## src/design/itpp_pkg.sv

```systemverilog
// Shared constants and carriers for the interrupt test and promotion block.
package itpp_pkg;

	// Register indices; the byte address on the bus is four times the index.
	localparam logic [7:0] IDX_TEST_CTRL   = 8'h15;
	localparam logic [7:0] IDX_TEST_WINDOW = 8'h16;
	localparam logic [7:0] IDX_PROMO_SEL   = 8'h1F;
	localparam logic [7:0] ADDR_TEST_CTRL   = {IDX_TEST_CTRL[5:0], 2'b00};
	localparam logic [7:0] ADDR_TEST_WINDOW = {IDX_TEST_WINDOW[5:0], 2'b00};
	localparam logic [7:0] ADDR_PROMO_SEL   = {IDX_PROMO_SEL[5:0], 2'b00};

	// Field positions in the test control register.
	localparam int unsigned TEST_WRITE_ENABLE_BIT = 4;
	localparam int unsigned GROUP_SELECT_MSB      = 3;

	// Request lines: one per even vector low byte, eight per group.
	localparam int unsigned GROUP_COUNT = 16;
	localparam int unsigned GROUP_WIDTH = 8;
	localparam int unsigned REQ_WIDTH   = GROUP_COUNT * GROUP_WIDTH;

	// Groups that carry a test register; one bit per group select value.
	localparam logic [15:0] IMPL_GROUPS = 16'hFFFF;

	// The top group reaches only the three lowest vectors.
	localparam logic [3:0] TOP_GROUP      = 4'hF;
	localparam logic [7:0] TOP_GROUP_MASK = 8'h07;
	localparam logic [7:0] FULL_MASK      = 8'hFF;

	// Promotion: highest legal low byte and the fallback source.
	localparam logic [7:0] PROMO_MAX     = 8'hF2;
	localparam logic [7:0] PROMO_DEFAULT = 8'hF2;

	// Values after reset.
	localparam logic [3:0] RESET_GROUP_SELECT = 4'h0;
	localparam logic       RESET_TEST_WRITE   = 1'b0;
	localparam logic [7:0] RESET_PROMO_SEL    = PROMO_DEFAULT;

	// Test control fields as stored.
	typedef struct packed {
		logic       test_write_enable;
		logic [3:0] group_select;
	} itpp_test_ctrl_s;

	// One decoded bus access.
	typedef struct packed {
		logic sel_ctrl;
		logic sel_window;
		logic sel_promo;
		logic mapped;
	} itpp_decode_s;

endpackage : itpp_pkg

```

## src/design/itpp_top.sv

```systemverilog
// Operation
// The test control, test window and promotion registers sit at indices 0x15, 0x16 and 0x1F from a relocatable base.
// The test write enable bit 4 reads anytime and is written only in special mode with both I and X masks set.
// With test write enable clear, window writes are blocked and window reads show the live request inputs.
// With test write enable set, the decoder sees the stored test bits instead of the request inputs.
// Requests pending when test write enable is set stay pending until software overwrites them.
// The group select field in bits 3:0 reads and writes anytime and equals the upper nibble of the vector low byte.
// There is one eight bit test register per eight vectors, all at one address, chosen by the group select.
// Window reads work only in special mode, showing live inputs or stored bits, and read zero in normal mode.
// Window writes take effect only in special mode with test write enable set and the I mask set.
// Test bit 7 maps to low nibble E of the group and bit 0 to low nibble 0, in steps of two.
// With group select F only bits 2:0 are reachable and bits 7:3 read as zero.
// A group select that names an unimplemented register discards writes and reads zero.
// The promotion register reads anytime and is written only while the I mask is set.
// Software writes a vector low byte into bits 7:1 and that source becomes the top I-bit priority.
// An unimplemented vector or a value above 0xF2 makes the 0xF2 request the top I-bit source.
// When the promoted source is active, its vector is passed to the decoder ahead of other I-bit requests.
// Test control bits above bit 4 and promotion bit 0 read as zero and ignore writes.
`timescale 1ns/1ps
`default_nettype none

module itpp_top (
	input  wire logic                         CLK,
	input  wire logic                         RESET,
	input  wire logic                         PSEL,
	input  wire logic                         PENABLE,
	input  wire logic                         PWRITE,
	input  wire logic [7:0]                   PADDR,
	input  wire logic [31:0]                  PWDATA,
	output logic      [31:0]                  PRDATA,
	output logic                              PREADY,
	output logic                              PSLVERR,
	input  wire logic                         SPECIAL_MODE,
	input  wire logic                         I_MASK,
	input  wire logic                         X_MASK,
	input  wire logic [itpp_pkg::REQ_WIDTH-1:0] INT_REQ,
	output logic      [itpp_pkg::REQ_WIDTH-1:0] DEC_REQ,
	output logic                              PROMO_ACTIVE,
	output logic      [7:0]                   PROMO_VEC
);

	itpp_pkg::itpp_test_ctrl_s          ctrl;
	logic [itpp_pkg::REQ_WIDTH-1:0]     test_bits;
	logic [7:0]                         promo_sel;

	// Address decode; unmapped or misaligned addresses answer with an error.
	itpp_pkg::itpp_decode_s dec;
	assign dec.sel_ctrl   = (PADDR == itpp_pkg::ADDR_TEST_CTRL);
	assign dec.sel_window = (PADDR == itpp_pkg::ADDR_TEST_WINDOW);
	assign dec.sel_promo  = (PADDR == itpp_pkg::ADDR_PROMO_SEL);
	assign dec.mapped     = dec.sel_ctrl | dec.sel_window | dec.sel_promo;

	// A write lands only at the access edge that also sees PREADY high.
	wire wr_go    = PSEL & PENABLE & PWRITE & PREADY;
	wire wr_ctrl  = wr_go & dec.sel_ctrl;
	wire wr_win   = wr_go & dec.sel_window;
	wire wr_promo = wr_go & dec.sel_promo;
	wire setup    = PSEL & ~PENABLE;

	// Window group slice; bit k of a group is the vector with low nibble 2k.
	wire [6:0] grp_base  = {ctrl.group_select, 3'b000};
	wire       grp_impl  = itpp_pkg::IMPL_GROUPS[ctrl.group_select];
	wire [7:0] grp_mask  = (ctrl.group_select == itpp_pkg::TOP_GROUP) ?
		itpp_pkg::TOP_GROUP_MASK : itpp_pkg::FULL_MASK;
	wire [7:0] live_grp  = INT_REQ[grp_base +: itpp_pkg::GROUP_WIDTH];
	wire [7:0] test_grp  = test_bits[grp_base +: itpp_pkg::GROUP_WIDTH];
	wire [7:0] shown_grp = ctrl.test_write_enable ? test_grp : live_grp;
	wire [7:0] win_rd    = (SPECIAL_MODE & grp_impl) ?
		(shown_grp & grp_mask) : 8'h00;

	// Enable bit guard: special mode and both masks.
	wire wrt_allowed = SPECIAL_MODE & I_MASK & X_MASK;
	wire next_test_write_enable = (wr_ctrl & wrt_allowed) ?
		PWDATA[itpp_pkg::TEST_WRITE_ENABLE_BIT] : ctrl.test_write_enable;
	wire test_write_enable_rise = next_test_write_enable & ~ctrl.test_write_enable;

	// Window write guard; the I mask alone suffices here.
	wire win_allowed = SPECIAL_MODE & ctrl.test_write_enable & I_MASK &
		grp_impl;
	wire [7:0] next_grp = (test_grp & ~grp_mask) |
		(PWDATA[7:0] & grp_mask);

	// Read data mux; unused bits read as zero.
	wire [7:0] ctrl_rd = {3'b000, ctrl.test_write_enable,
		ctrl.group_select};
	wire [7:0] promo_rd = {promo_sel[7:1], 1'b0};
	wire [7:0] rd_byte = dec.sel_ctrl ? ctrl_rd :
		dec.sel_window ? win_rd :
		dec.sel_promo ? promo_rd : 8'h00;

	// Promotion target: fall back to the 0xF2 source when out of range.
	wire       promo_ok  = (promo_sel <= itpp_pkg::PROMO_MAX) &
		itpp_pkg::IMPL_GROUPS[promo_sel[7:4]];
	wire [7:0] promo_eff = promo_ok ? {promo_sel[7:1], 1'b0} :
		itpp_pkg::PROMO_DEFAULT;

	// Decoder feed: stored bits replace the inputs while testing.
	wire [itpp_pkg::REQ_WIDTH-1:0] next_dec = ctrl.test_write_enable ?
		test_bits : INT_REQ;

	// Bus answer: one setup cycle, then PREADY high in the access cycle.
	always_ff @(posedge CLK or posedge RESET) begin
		if (RESET) begin
			PREADY  <= 1'b0;
			PSLVERR <= 1'b0;
			PRDATA  <= 32'h00000000;
		end else begin
			PREADY  <= setup;
			PSLVERR <= setup & ~dec.mapped;
			PRDATA  <= (setup & ~PWRITE) ? {24'h000000, rd_byte} :
				32'h00000000;
		end
	end

	// Test control: group select always writable, enable bit guarded.
	always_ff @(posedge CLK or posedge RESET) begin
		if (RESET) begin
			ctrl.test_write_enable <= itpp_pkg::RESET_TEST_WRITE;
			ctrl.group_select      <= itpp_pkg::RESET_GROUP_SELECT;
		end else begin
			ctrl.test_write_enable <= next_test_write_enable;
			if (wr_ctrl) begin
				ctrl.group_select <= PWDATA[itpp_pkg::GROUP_SELECT_MSB:0];
			end
		end
	end

	// Test bits. When the enable rises, live requests are captured so that
	// nothing pending is lost the moment the inputs are cut off.
	always_ff @(posedge CLK or posedge RESET) begin
		if (RESET) begin
			test_bits <= '0;
		end else if (test_write_enable_rise) begin
			test_bits <= INT_REQ;
		end else if (wr_win & win_allowed) begin
			test_bits[grp_base +: itpp_pkg::GROUP_WIDTH] <= next_grp;
		end
	end

	// Promotion select; only bits 7:1 are stored.
	always_ff @(posedge CLK or posedge RESET) begin
		if (RESET) begin
			promo_sel <= itpp_pkg::RESET_PROMO_SEL;
		end else if (wr_promo & I_MASK) begin
			promo_sel <= {PWDATA[7:1], 1'b0};
		end
	end

	// Decoder outputs. The promoted vector and its activity are registered
	// alongside the request vector so the decoder sees a coherent set.
	always_ff @(posedge CLK or posedge RESET) begin
		if (RESET) begin
			DEC_REQ      <= '0;
			PROMO_ACTIVE <= 1'b0;
			PROMO_VEC    <= itpp_pkg::PROMO_DEFAULT;
		end else begin
			DEC_REQ      <= next_dec;
			PROMO_ACTIVE <= next_dec[promo_eff[7:1]];
			PROMO_VEC    <= promo_eff;
		end
	end

	// Checks.
	property p_test_write_enable_guard;
		@(posedge CLK) disable iff (RESET)
		(wr_ctrl & ~(SPECIAL_MODE & I_MASK & X_MASK)) |=>
			$stable(ctrl.test_write_enable);
	endproperty
	a_test_write_enable_guard: assert property (p_test_write_enable_guard)
		else $error("Enable bit changed without permission.");

	property p_group_write;
		@(posedge CLK) disable iff (RESET)
		wr_ctrl |=> ctrl.group_select == $past(PWDATA[3:0]);
	endproperty
	a_group_write: assert property (p_group_write)
		else $error("Group select did not take the written value.");

	property p_window_block;
		@(posedge CLK) disable iff (RESET)
		(wr_win & ~ctrl.test_write_enable & ~test_write_enable_rise) |=>
			$stable(test_bits);
	endproperty
	a_window_block: assert property (p_window_block)
		else $error("Window write landed with enable clear.");

	property p_normal_read_zero;
		@(posedge CLK) disable iff (RESET)
		(setup & ~PWRITE & dec.sel_window & ~SPECIAL_MODE) |=>
			(PRDATA == 32'h00000000) && PREADY;
	endproperty
	a_normal_read_zero: assert property (p_normal_read_zero)
		else $error("Window read not zero in normal mode.");

	property p_feed;
		@(posedge CLK) disable iff (RESET)
		##1 DEC_REQ == ($past(ctrl.test_write_enable) ?
			$past(test_bits) : $past(INT_REQ));
	endproperty
	a_feed: assert property (p_feed)
		else $error("Decoder feed took the wrong source.");

	property p_capture;
		@(posedge CLK) disable iff (RESET)
		$rose(ctrl.test_write_enable) |-> test_bits == $past(INT_REQ);
	endproperty
	a_capture: assert property (p_capture)
		else $error("Pending requests lost when enable was set.");

	property p_top_group;
		@(posedge CLK) disable iff (RESET)
		(setup & ~PWRITE & dec.sel_window &
			ctrl.group_select == itpp_pkg::TOP_GROUP) |=>
			PRDATA[7:3] == 5'h00;
	endproperty
	a_top_group: assert property (p_top_group)
		else $error("Top group upper bits read nonzero.");

	property p_promo_guard;
		@(posedge CLK) disable iff (RESET)
		(wr_promo & ~I_MASK) |=> $stable(promo_sel);
	endproperty
	a_promo_guard: assert property (p_promo_guard)
		else $error("Promotion written with I mask clear.");

	property p_promo_default;
		@(posedge CLK) disable iff (RESET)
		(promo_sel > itpp_pkg::PROMO_MAX) |=>
			PROMO_VEC == itpp_pkg::PROMO_DEFAULT;
	endproperty
	a_promo_default: assert property (p_promo_default)
		else $error("Out of range promotion did not fall back.");

	property p_ready;
		@(posedge CLK) disable iff (RESET)
		setup |=> PREADY ##1 ~PREADY;
	endproperty
	a_ready: assert property (p_ready)
		else $error("Bus answer not one cycle after setup.");

	// Unused control bits must never leak onto the read bus.
	property p_ctrl_read;
		@(posedge CLK) disable iff (RESET)
		(setup & ~PWRITE & dec.sel_ctrl) |=> PRDATA[7:5] == 3'b000;
	endproperty
	a_ctrl_read: assert property (p_ctrl_read)
		else $error("Control upper bits read nonzero.");

	property p_promo_read_bit0;
		@(posedge CLK) disable iff (RESET)
		(setup & ~PWRITE & dec.sel_promo) |=> PRDATA[0] == 1'b0;
	endproperty
	a_promo_read_bit0: assert property (p_promo_read_bit0)
		else $error("Promotion bit 0 read nonzero.");

	property p_promo_write;
		@(posedge CLK) disable iff (RESET)
		(wr_promo & I_MASK) |=> promo_sel == {$past(PWDATA[7:1]), 1'b0};
	endproperty
	a_promo_write: assert property (p_promo_write)
		else $error("Promotion select did not take the written value.");

	// Unmapped addresses answer with an error and no data.
	property p_unmapped_err;
		@(posedge CLK) disable iff (RESET)
		(setup & ~dec.mapped) |=> PSLVERR && (PRDATA == 32'h00000000);
	endproperty
	a_unmapped_err: assert property (p_unmapped_err)
		else $error("Unmapped access without error answer.");

	property p_slverr_mapped;
		@(posedge CLK) disable iff (RESET)
		(setup & dec.mapped) |=> ~PSLVERR;
	endproperty
	a_slverr_mapped: assert property (p_slverr_mapped)
		else $error("Mapped access answered with an error.");

	property p_write_no_data;
		@(posedge CLK) disable iff (RESET)
		(setup & PWRITE) |=> PRDATA == 32'h00000000;
	endproperty
	a_write_no_data: assert property (p_write_no_data)
		else $error("Read data driven during a write.");

	// The top group is excluded since its upper bits are masked.
	property p_window_live;
		@(posedge CLK) disable iff (RESET)
		(setup & ~PWRITE & dec.sel_window & SPECIAL_MODE &
			~ctrl.test_write_enable &
			(ctrl.group_select != itpp_pkg::TOP_GROUP)) |=>
			PRDATA[7:0] == $past(live_grp);
	endproperty
	a_window_live: assert property (p_window_live)
		else $error("Window read did not show live inputs.");

	property p_window_write;
		@(posedge CLK) disable iff (RESET)
		(wr_win & win_allowed & ~test_write_enable_rise) |=>
			(test_grp & grp_mask) == ($past(PWDATA[7:0]) & grp_mask);
	endproperty
	a_window_write: assert property (p_window_write)
		else $error("Permitted window write did not land.");

	// Registers move only when their own address is written.
	property p_enable_hold;
		@(posedge CLK) disable iff (RESET)
		~wr_ctrl |=> $stable(ctrl.test_write_enable);
	endproperty
	a_enable_hold: assert property (p_enable_hold)
		else $error("Enable bit changed without a write.");

	property p_sel_hold;
		@(posedge CLK) disable iff (RESET)
		~wr_ctrl |=> $stable(ctrl.group_select);
	endproperty
	a_sel_hold: assert property (p_sel_hold)
		else $error("Group select changed without a write.");

	property p_promo_hold;
		@(posedge CLK) disable iff (RESET)
		~wr_promo |=> $stable(promo_sel);
	endproperty
	a_promo_hold: assert property (p_promo_hold)
		else $error("Promotion select changed without a write.");

	// Activity flag and vector are registered together, so they agree.
	property p_promo_active;
		@(posedge CLK) disable iff (RESET)
		PROMO_ACTIVE |-> DEC_REQ[PROMO_VEC[7:1]];
	endproperty
	a_promo_active: assert property (p_promo_active)
		else $error("Promoted source flagged active while idle.");

	property p_promo_vec_range;
		@(posedge CLK) disable iff (RESET)
		1'b1 |-> (PROMO_VEC <= itpp_pkg::PROMO_MAX) && !PROMO_VEC[0];
	endproperty
	a_promo_vec_range: assert property (p_promo_vec_range)
		else $error("Promoted vector outside the I-bit range.");

endmodule : itpp_top

`default_nettype wire

```

## config.mk

```make
export PLATFORM = sky130hd
export DESIGN_NAME = itpp_top
export DESIGN_NICKNAME = d
export VERILOG_FILES = /design/src/design/itpp_pkg.sv /design/src/design/itpp_top.sv
export SDC_FILE = /design/constraint.sdc
export NUM_CORES = 1
export LEC_CHECK = 0
export BUFFER_PORTS_ARGS = -buffer_cell sky130_fd_sc_hd__buf_2
export CORE_MARGIN = 2
export CORE_UTILIZATION = 50
export CTS_BUF_LIST = sky130_fd_sc_hd__clkbuf_4
export CTS_CLUSTER_SIZE = 12
export DETAILED_ROUTE_END_ITERATION = 8
export PLACE_DENSITY_LB_ADDON = 0.2
export SYNTH_ARGS = -nofsm -noshare
export SYNTH_HDL_FRONTEND = slang
export SYNTH_SLANG_ARGS = --single-unit
```

## constraint.sdc

```tcl
create_clock -name CLK -period 17.8 [get_ports CLK]
set_clock_uncertainty 0.05 [all_clocks]
set_input_delay 1.78 -clock CLK [delete_from_list [all_inputs] [get_ports CLK]]
set_output_delay 1.78 -clock CLK [all_outputs]
set_load 0.02 [all_outputs]
```

Word level (Yosys, flattened, before mapping):

Memory sizes are Yosys's and may differ from the RTL's.
Cells that the tools add are included.

* bits in registers: 287
* memory bits (read-only): 32
* bits of input ports: 176
* output and inout port bits: 171
* logic and storage cells: 74
* memories kept: 2

* add/subtract/negate cells: 1
* order comparisons: 4
* equality and inequality tests: 4
* shifts and indexed selects: 4
* mux-type cells: 17
* bitwise gates (word level): 31
* reductions and logical operators: 1

Memory list
* (no name shown): words 16, bits a word 1, rd ports 1, clocked after memory_dff 0, write ports 0, line itpp_top.sv:93 `itpp_pkg::IMPL_GROUPS[promo_sel[7:4]];`
* (no name shown): words 16, bits a word 1, rd ports 1, clocked after memory_dff 0, write ports 0, line itpp_top.sv:62 `wire grp_impl = itpp_pkg::IMPL_GROUPS[ctrl.group_select];`

Operators by type and width (number)
* 128-bit 2-to-1 mux: 3
* 128-bit by 8-bit indexed part select with 8-bit output: 2
* 128-bit bitwise mux: 1
* 8-bit by 9-bit variable shift with 128-bit output (first input constant): 1
* 8-bit by 9-bit indexed part select with 128-bit output: 1
* 8-bit 2-to-1 mux: 8
* 8-bit bitwise AND: 3
* 8-bit by 7-bit equality test with 1-bit output (second input constant): 3
* 1-bit bitwise AND: 20
* 4-bit by 5-bit less-than comparator with 1-bit output (second input constant): 2
* 7-bit negator with 9-bit output: 1
* 8-bit less-or-equal comparator (second input constant): 1
* 7-bit by 8-bit less-than comparator with 1-bit output (second input constant): 1
* 8-bit inverter: 1
* 8-bit bitwise OR: 1
* 1-bit binary-select mux with 7-bit select: 1
* 4-bit equality test (second input constant): 1
* 1-bit 2-to-1 mux: 4
* 1-bit inverter: 4
* 1-bit bitwise OR: 2
* 2-bit nonzero test: 1

Logic depth before layout (Yosys ltp):

* depth after elaboration: 9
* mapped depth: 11
* depth with buffers taken out: 9

Worst setup path after synthesis:

OpenSTA, ideal clock, no wires.

* kind: input port to flip-flop
* start point: in PADDR[1]
* end point: reg test_bits[24] (netlist name)
* library setup time: 0.130 ns
* data arrival time: 3.339 ns
* required time: 17.620 ns
* path slack: 14.281 ns
* cell stages on the path: 9
* buffers on the path: 2
* cell sequence: nor4b_4 nand3_2 nor2_4 and4b_1 buf_2 buf_2 a21oi_1 a22oi_1 o21ai_0

* word-level cells in the longest chain between the ends: 6
* elaborated cells between the ends (all ways): 10
* those cells by class: eq/ne (2); mux (2); bitwise (5); reduce/logical (1)

RTL lines
* from (decl): line itpp_top.sv:28 `input wire logic [7:0] PADDR,`
* 8-bit by 7-bit equality test with 1-bit output: line itpp_top.sv:48 `assign dec.sel_ctrl = (PADDR == itpp_pkg::ADDR_TEST_CTRL);`
* 1-bit bitwise AND: line itpp_top.sv:55 `wire wr_ctrl = wr_go & dec.sel_ctrl;`
* 1-bit bitwise AND: line itpp_top.sv:73 `wire next_test_write_enable = (wr_ctrl & wrt_allowed) ?`
* 1-bit 2-to-1 mux: line itpp_top.sv:73
* 1-bit bitwise AND: line itpp_top.sv:75 `wire test_write_enable_rise = next_test_write_enable & ~ctrl.test_write_enable;`
* 128-bit 2-to-1 mux / 2-bit nonzero test (equally long branches)
* to (signal, indexed assignment): line itpp_top.sv:136 `test_bits[grp_base +: itpp_pkg::GROUP_WIDTH] <= next_grp;`
* to (decl): line itpp_top.sv:43 `logic [itpp_pkg::REQ_WIDTH-1:0] test_bits;`

Several ways; a longest one is shown, not always the timed one.
A chain may end at the register's enable or synchronous reset.

Worst setup path in the final report:

Ends and elaborated chain as after synthesis.

==> summary.md <==
| Metric | Value |
|---|---|
| Vias in the first global route | around 14000 |
| Critical path endpoint category | flip-flop |
| CTS HTree Levels | 3 |
| Hold Startpoint | promo_sel[7]$_DFFE_PP1P_ |
| Initial Utilization | 0.511 |
| Routed Antenna Nets | 0 |
| Hold Crit Class | reg -> reg |
| Top_reg_cell synth | dfrtp_1 |
| Most frequent cell after synthesis | dfrtp_1 |
| RSZ-0062 raised after global routing | no |
| Syn Std Cell Area | about 0.016 mm^2 |
| Main combinational cell family by area after synthesis | multiplexers |
| Die footprint | between 0.03 and 0.04 mm^2 |
| Synth Area in XOR/XNOR | 0.000556 |
| Static Leakage | ~8.5 nW |
| Final Setup Violations | 0 |
| Clk_lat worst skew | ~0.74 ns |
| Vias per cell | about 6.5 |
| GP Congestion | between 1 and 1.5 |
| Overall Global Routing Usage | 0.359 |
| Critical R2R Launch | ctrl[0]$_DFFE_PP0N_ |
| Pin slew with the least headroom to its limit | about 1.2 ns |
| CTS hold repair buffers | 0 |
| Global route overflow | 0 |
| Die height | between 150 and 200 um |
| Setup slack after layout | 13.24 ns |
| WL/cell | roughly 28 um |
| Synth Area in Compound Gates | 0.122 |
| Share of layout cells above drive strength 1 | 0.402 |
| Wire length of the first global-routing pass | around 87000 um |
| Drc violations | 0 |
| Required time of the critical path | 18.29 ns |
| TritonCTS clock tree | built |
| Area grow syn2layout | 15.9% |
| MaxCap Viol Count | 0 |
| Multiplexer share of the synthesized area | 0.257 |
| Synth async-reset ratio | 1.00 |
| Post-DP HPWL | around 42000 um |
| Pre-CTS setup slack | approximately 13 ns |
| Worst Reg-to-Reg Cells | 7 |
| Flip-flop and latch count after synthesis | 286 |
| Fin. max-slew vios | 0 |
| Post-CTS setup repair buffer count | 0 |
| IO Port Bufs | a little under 300 |
| Fmax | 219 MHz |
| Post-Synthesis Cells | 1363 |
| Worst hold stages | 0 |
| Yosys warning total | 0 |
| Status | finished clean |
| VDD IR max | approximately 57 uV |
| Reg-to-reg slack, setup | between 10 and 15 ns |
| Synth Area in Simple Gates | 0.112 |
| Longest Clk Path Bufs | 3 |
| Number of flops mapped to enable cells by yosys | 0 |
| Via count | between 10000 and 15000 |
| Clock tree root driver cell | clkbuf_4 |
| CP Data Arrival Time | a little over 5 ns |
| Adder and majority gate portion of the synthesized area | 0.00238 |
| Fin util | 0.592 |
| Top cell type's share of synthesized area | 0.438 |
| Register area share after synthesis | 0.455 |
| CTS Buf Count | a little under 80 |
| Avg Synthesized Cell Area | 11.6 um^2 |
| CP Max Fanout | 64 |
| Row cnt | between 60 and 70 |
| Drt total wl | between 50000 and 60000 um |
| Startpoint types | primary input |
| R2r endpoint | test_bits[109]$_DFFE_PP0P_ |
| Clock Sinks | approximately 290 |
| Final hold vios | 0 |
| Cell taking the most area after synthesis | dfrtp_1 |
| Largest net degree at the start of global routing | about 150 |
| Layout Nets | between 1500 and 2000 |
| Max-slew headroom at the worst pin | 0.221 |
| Core ar. | ~0.03 mm^2 |
| # resized after CTS | 0 |
| Synth top area cells | dfrtp_1 44%, mux4_2 13%, mux2_2 9.7% |
| Initial antenna violation count | 6 |
| Die width | roughly 180 um |
| Power Density | roughly 77 mW/mm^2 |
| Hold-critical path endpoint | PROMO_VEC[7]$_DFF_PP1_ |
| Reg clk slew, reported paths | around 0.060 ns |
| Top post-synthesis cells by count | 276 x dfrtp_1, 224 x nand2_1, 135 x mux2_2 |
| Ports | 347 |
| Worst hold slack | 0.422 ns |
| Setup TNS | 0 ns |
| DR pass1 iterations | 9 |
| Crit path kind | in -> reg |
| Minimum clock period | about 4.6 ns |
| Final period util | 0.256 |
| First DRT Iteration DRCs | approximately 1800 |
| Post-synthesis cell type count | 86 |
-- layer usage --
metal / part of all wire / up-vias / GRT usage
li1: - / 5692 / -
met1: 0.38 / 6875 / 0.491
met2: 0.42 / 1112 / 0.510
met3: 0.14 / 198 / 0.124
met4: 0.052 / 0 / 0.183
met5: 0 / - / 0
-- sequential cells by signal (all words and copies together), names as in the netlist --
signal / cells
PROMO_ACTIVE: 1
PSLVERR: 1
test_bits: 128
PREADY: 1
promo_sel: 7
PRDATA: 8
ctrl: 5
PROMO_VEC: 7
DEC_REQ: 128
-- per-stage QoR --
step	power (mW)	cells	cell area (um^2)
final	1.40	2120	18300
after floorplan	0.763	1387	15800
after global routing	1.45	2118	18300
after detailed placement	0.831	1985	17300
after CTS	1.40	2117	18300
after global placement	0.831	1985	17300
-- area by class of cell --
cell class,count,area [um^2]
fillers,2636,12600
well taps,396,495
clock inverters,33,185
repair buffers,320,1670
diodes,3,7.51
flip-flops and latches,286,7180
clock buffers,99,743
inverters,17,73.8
multi-input cells,966,7900
-- placed cells by master (no fill, tap or decap), types with 18 or more instances in the layout --
master,instances
buf_2,297
dfrtp_1,273
nand2_1,224
mux2_2,135
a22oi_1,124
clkbuf_4,99
mux4_2,90
nor2_1,68
o21ai_0,61
mux2i_1,49
clkinv_1,27
conb_1,25
buf_4,22
a21oi_1,18
-- kinds of logic (layout without fill, tap and decap cells) --
| family | count (synthesis) | after routing |
|---|---|---|
| and+or+nand+nor | 388 | 388 |
| DFF | 286 | 286 |
| muxes | 275 | 275 |
| AOI/OAI and AO/OA | 274 | 274 |
| buffers and inverters | 135 | 469 |
| adders and majority gates | 3 | 3 |
| other | 1 | 28 |
| xor gates and xnor gates | 1 | 1 |
-- worst max-delay path, cell delays in order --
cell and delay [ns]:
buf_2 0.11, nor4b_4 0.40, nand3_2 0.23, nor2_4 0.31, and4b_4 0.77, buf_4 0.70, a21oi_1 0.35, a22oi_1 0.22
o21ai_0 0.10
-- worst max-delay path by stage --
stage	start	to	cells after the start
after floorplan	RESET	DEC_REQ[0]$_DFF_PP0_	1
after global placement	PADDR[1]	test_bits[61]$_DFFE_PP0P_	9
after detailed placement	PADDR[1]	test_bits[58]$_DFFE_PP0P_	9
after CTS	PADDR[1]	test_bits[25]$_DFFE_PP0P_	9
after global routing	PADDR[1]	test_bits[28]$_DFFE_PP0P_	9
final	PADDR[1]	test_bits[24]$_DFFE_PP0P_	9
-- power breakdown --
part           switching, mW  internal (mW)  leakage, nW
Combinational         0.0999         0.0528         4.37
Sequential           0.00499          0.665         3.63
Clock                  0.284          0.290        0.547
Total                  0.389           1.01         8.54
Power figures use the tool's default switching activity.
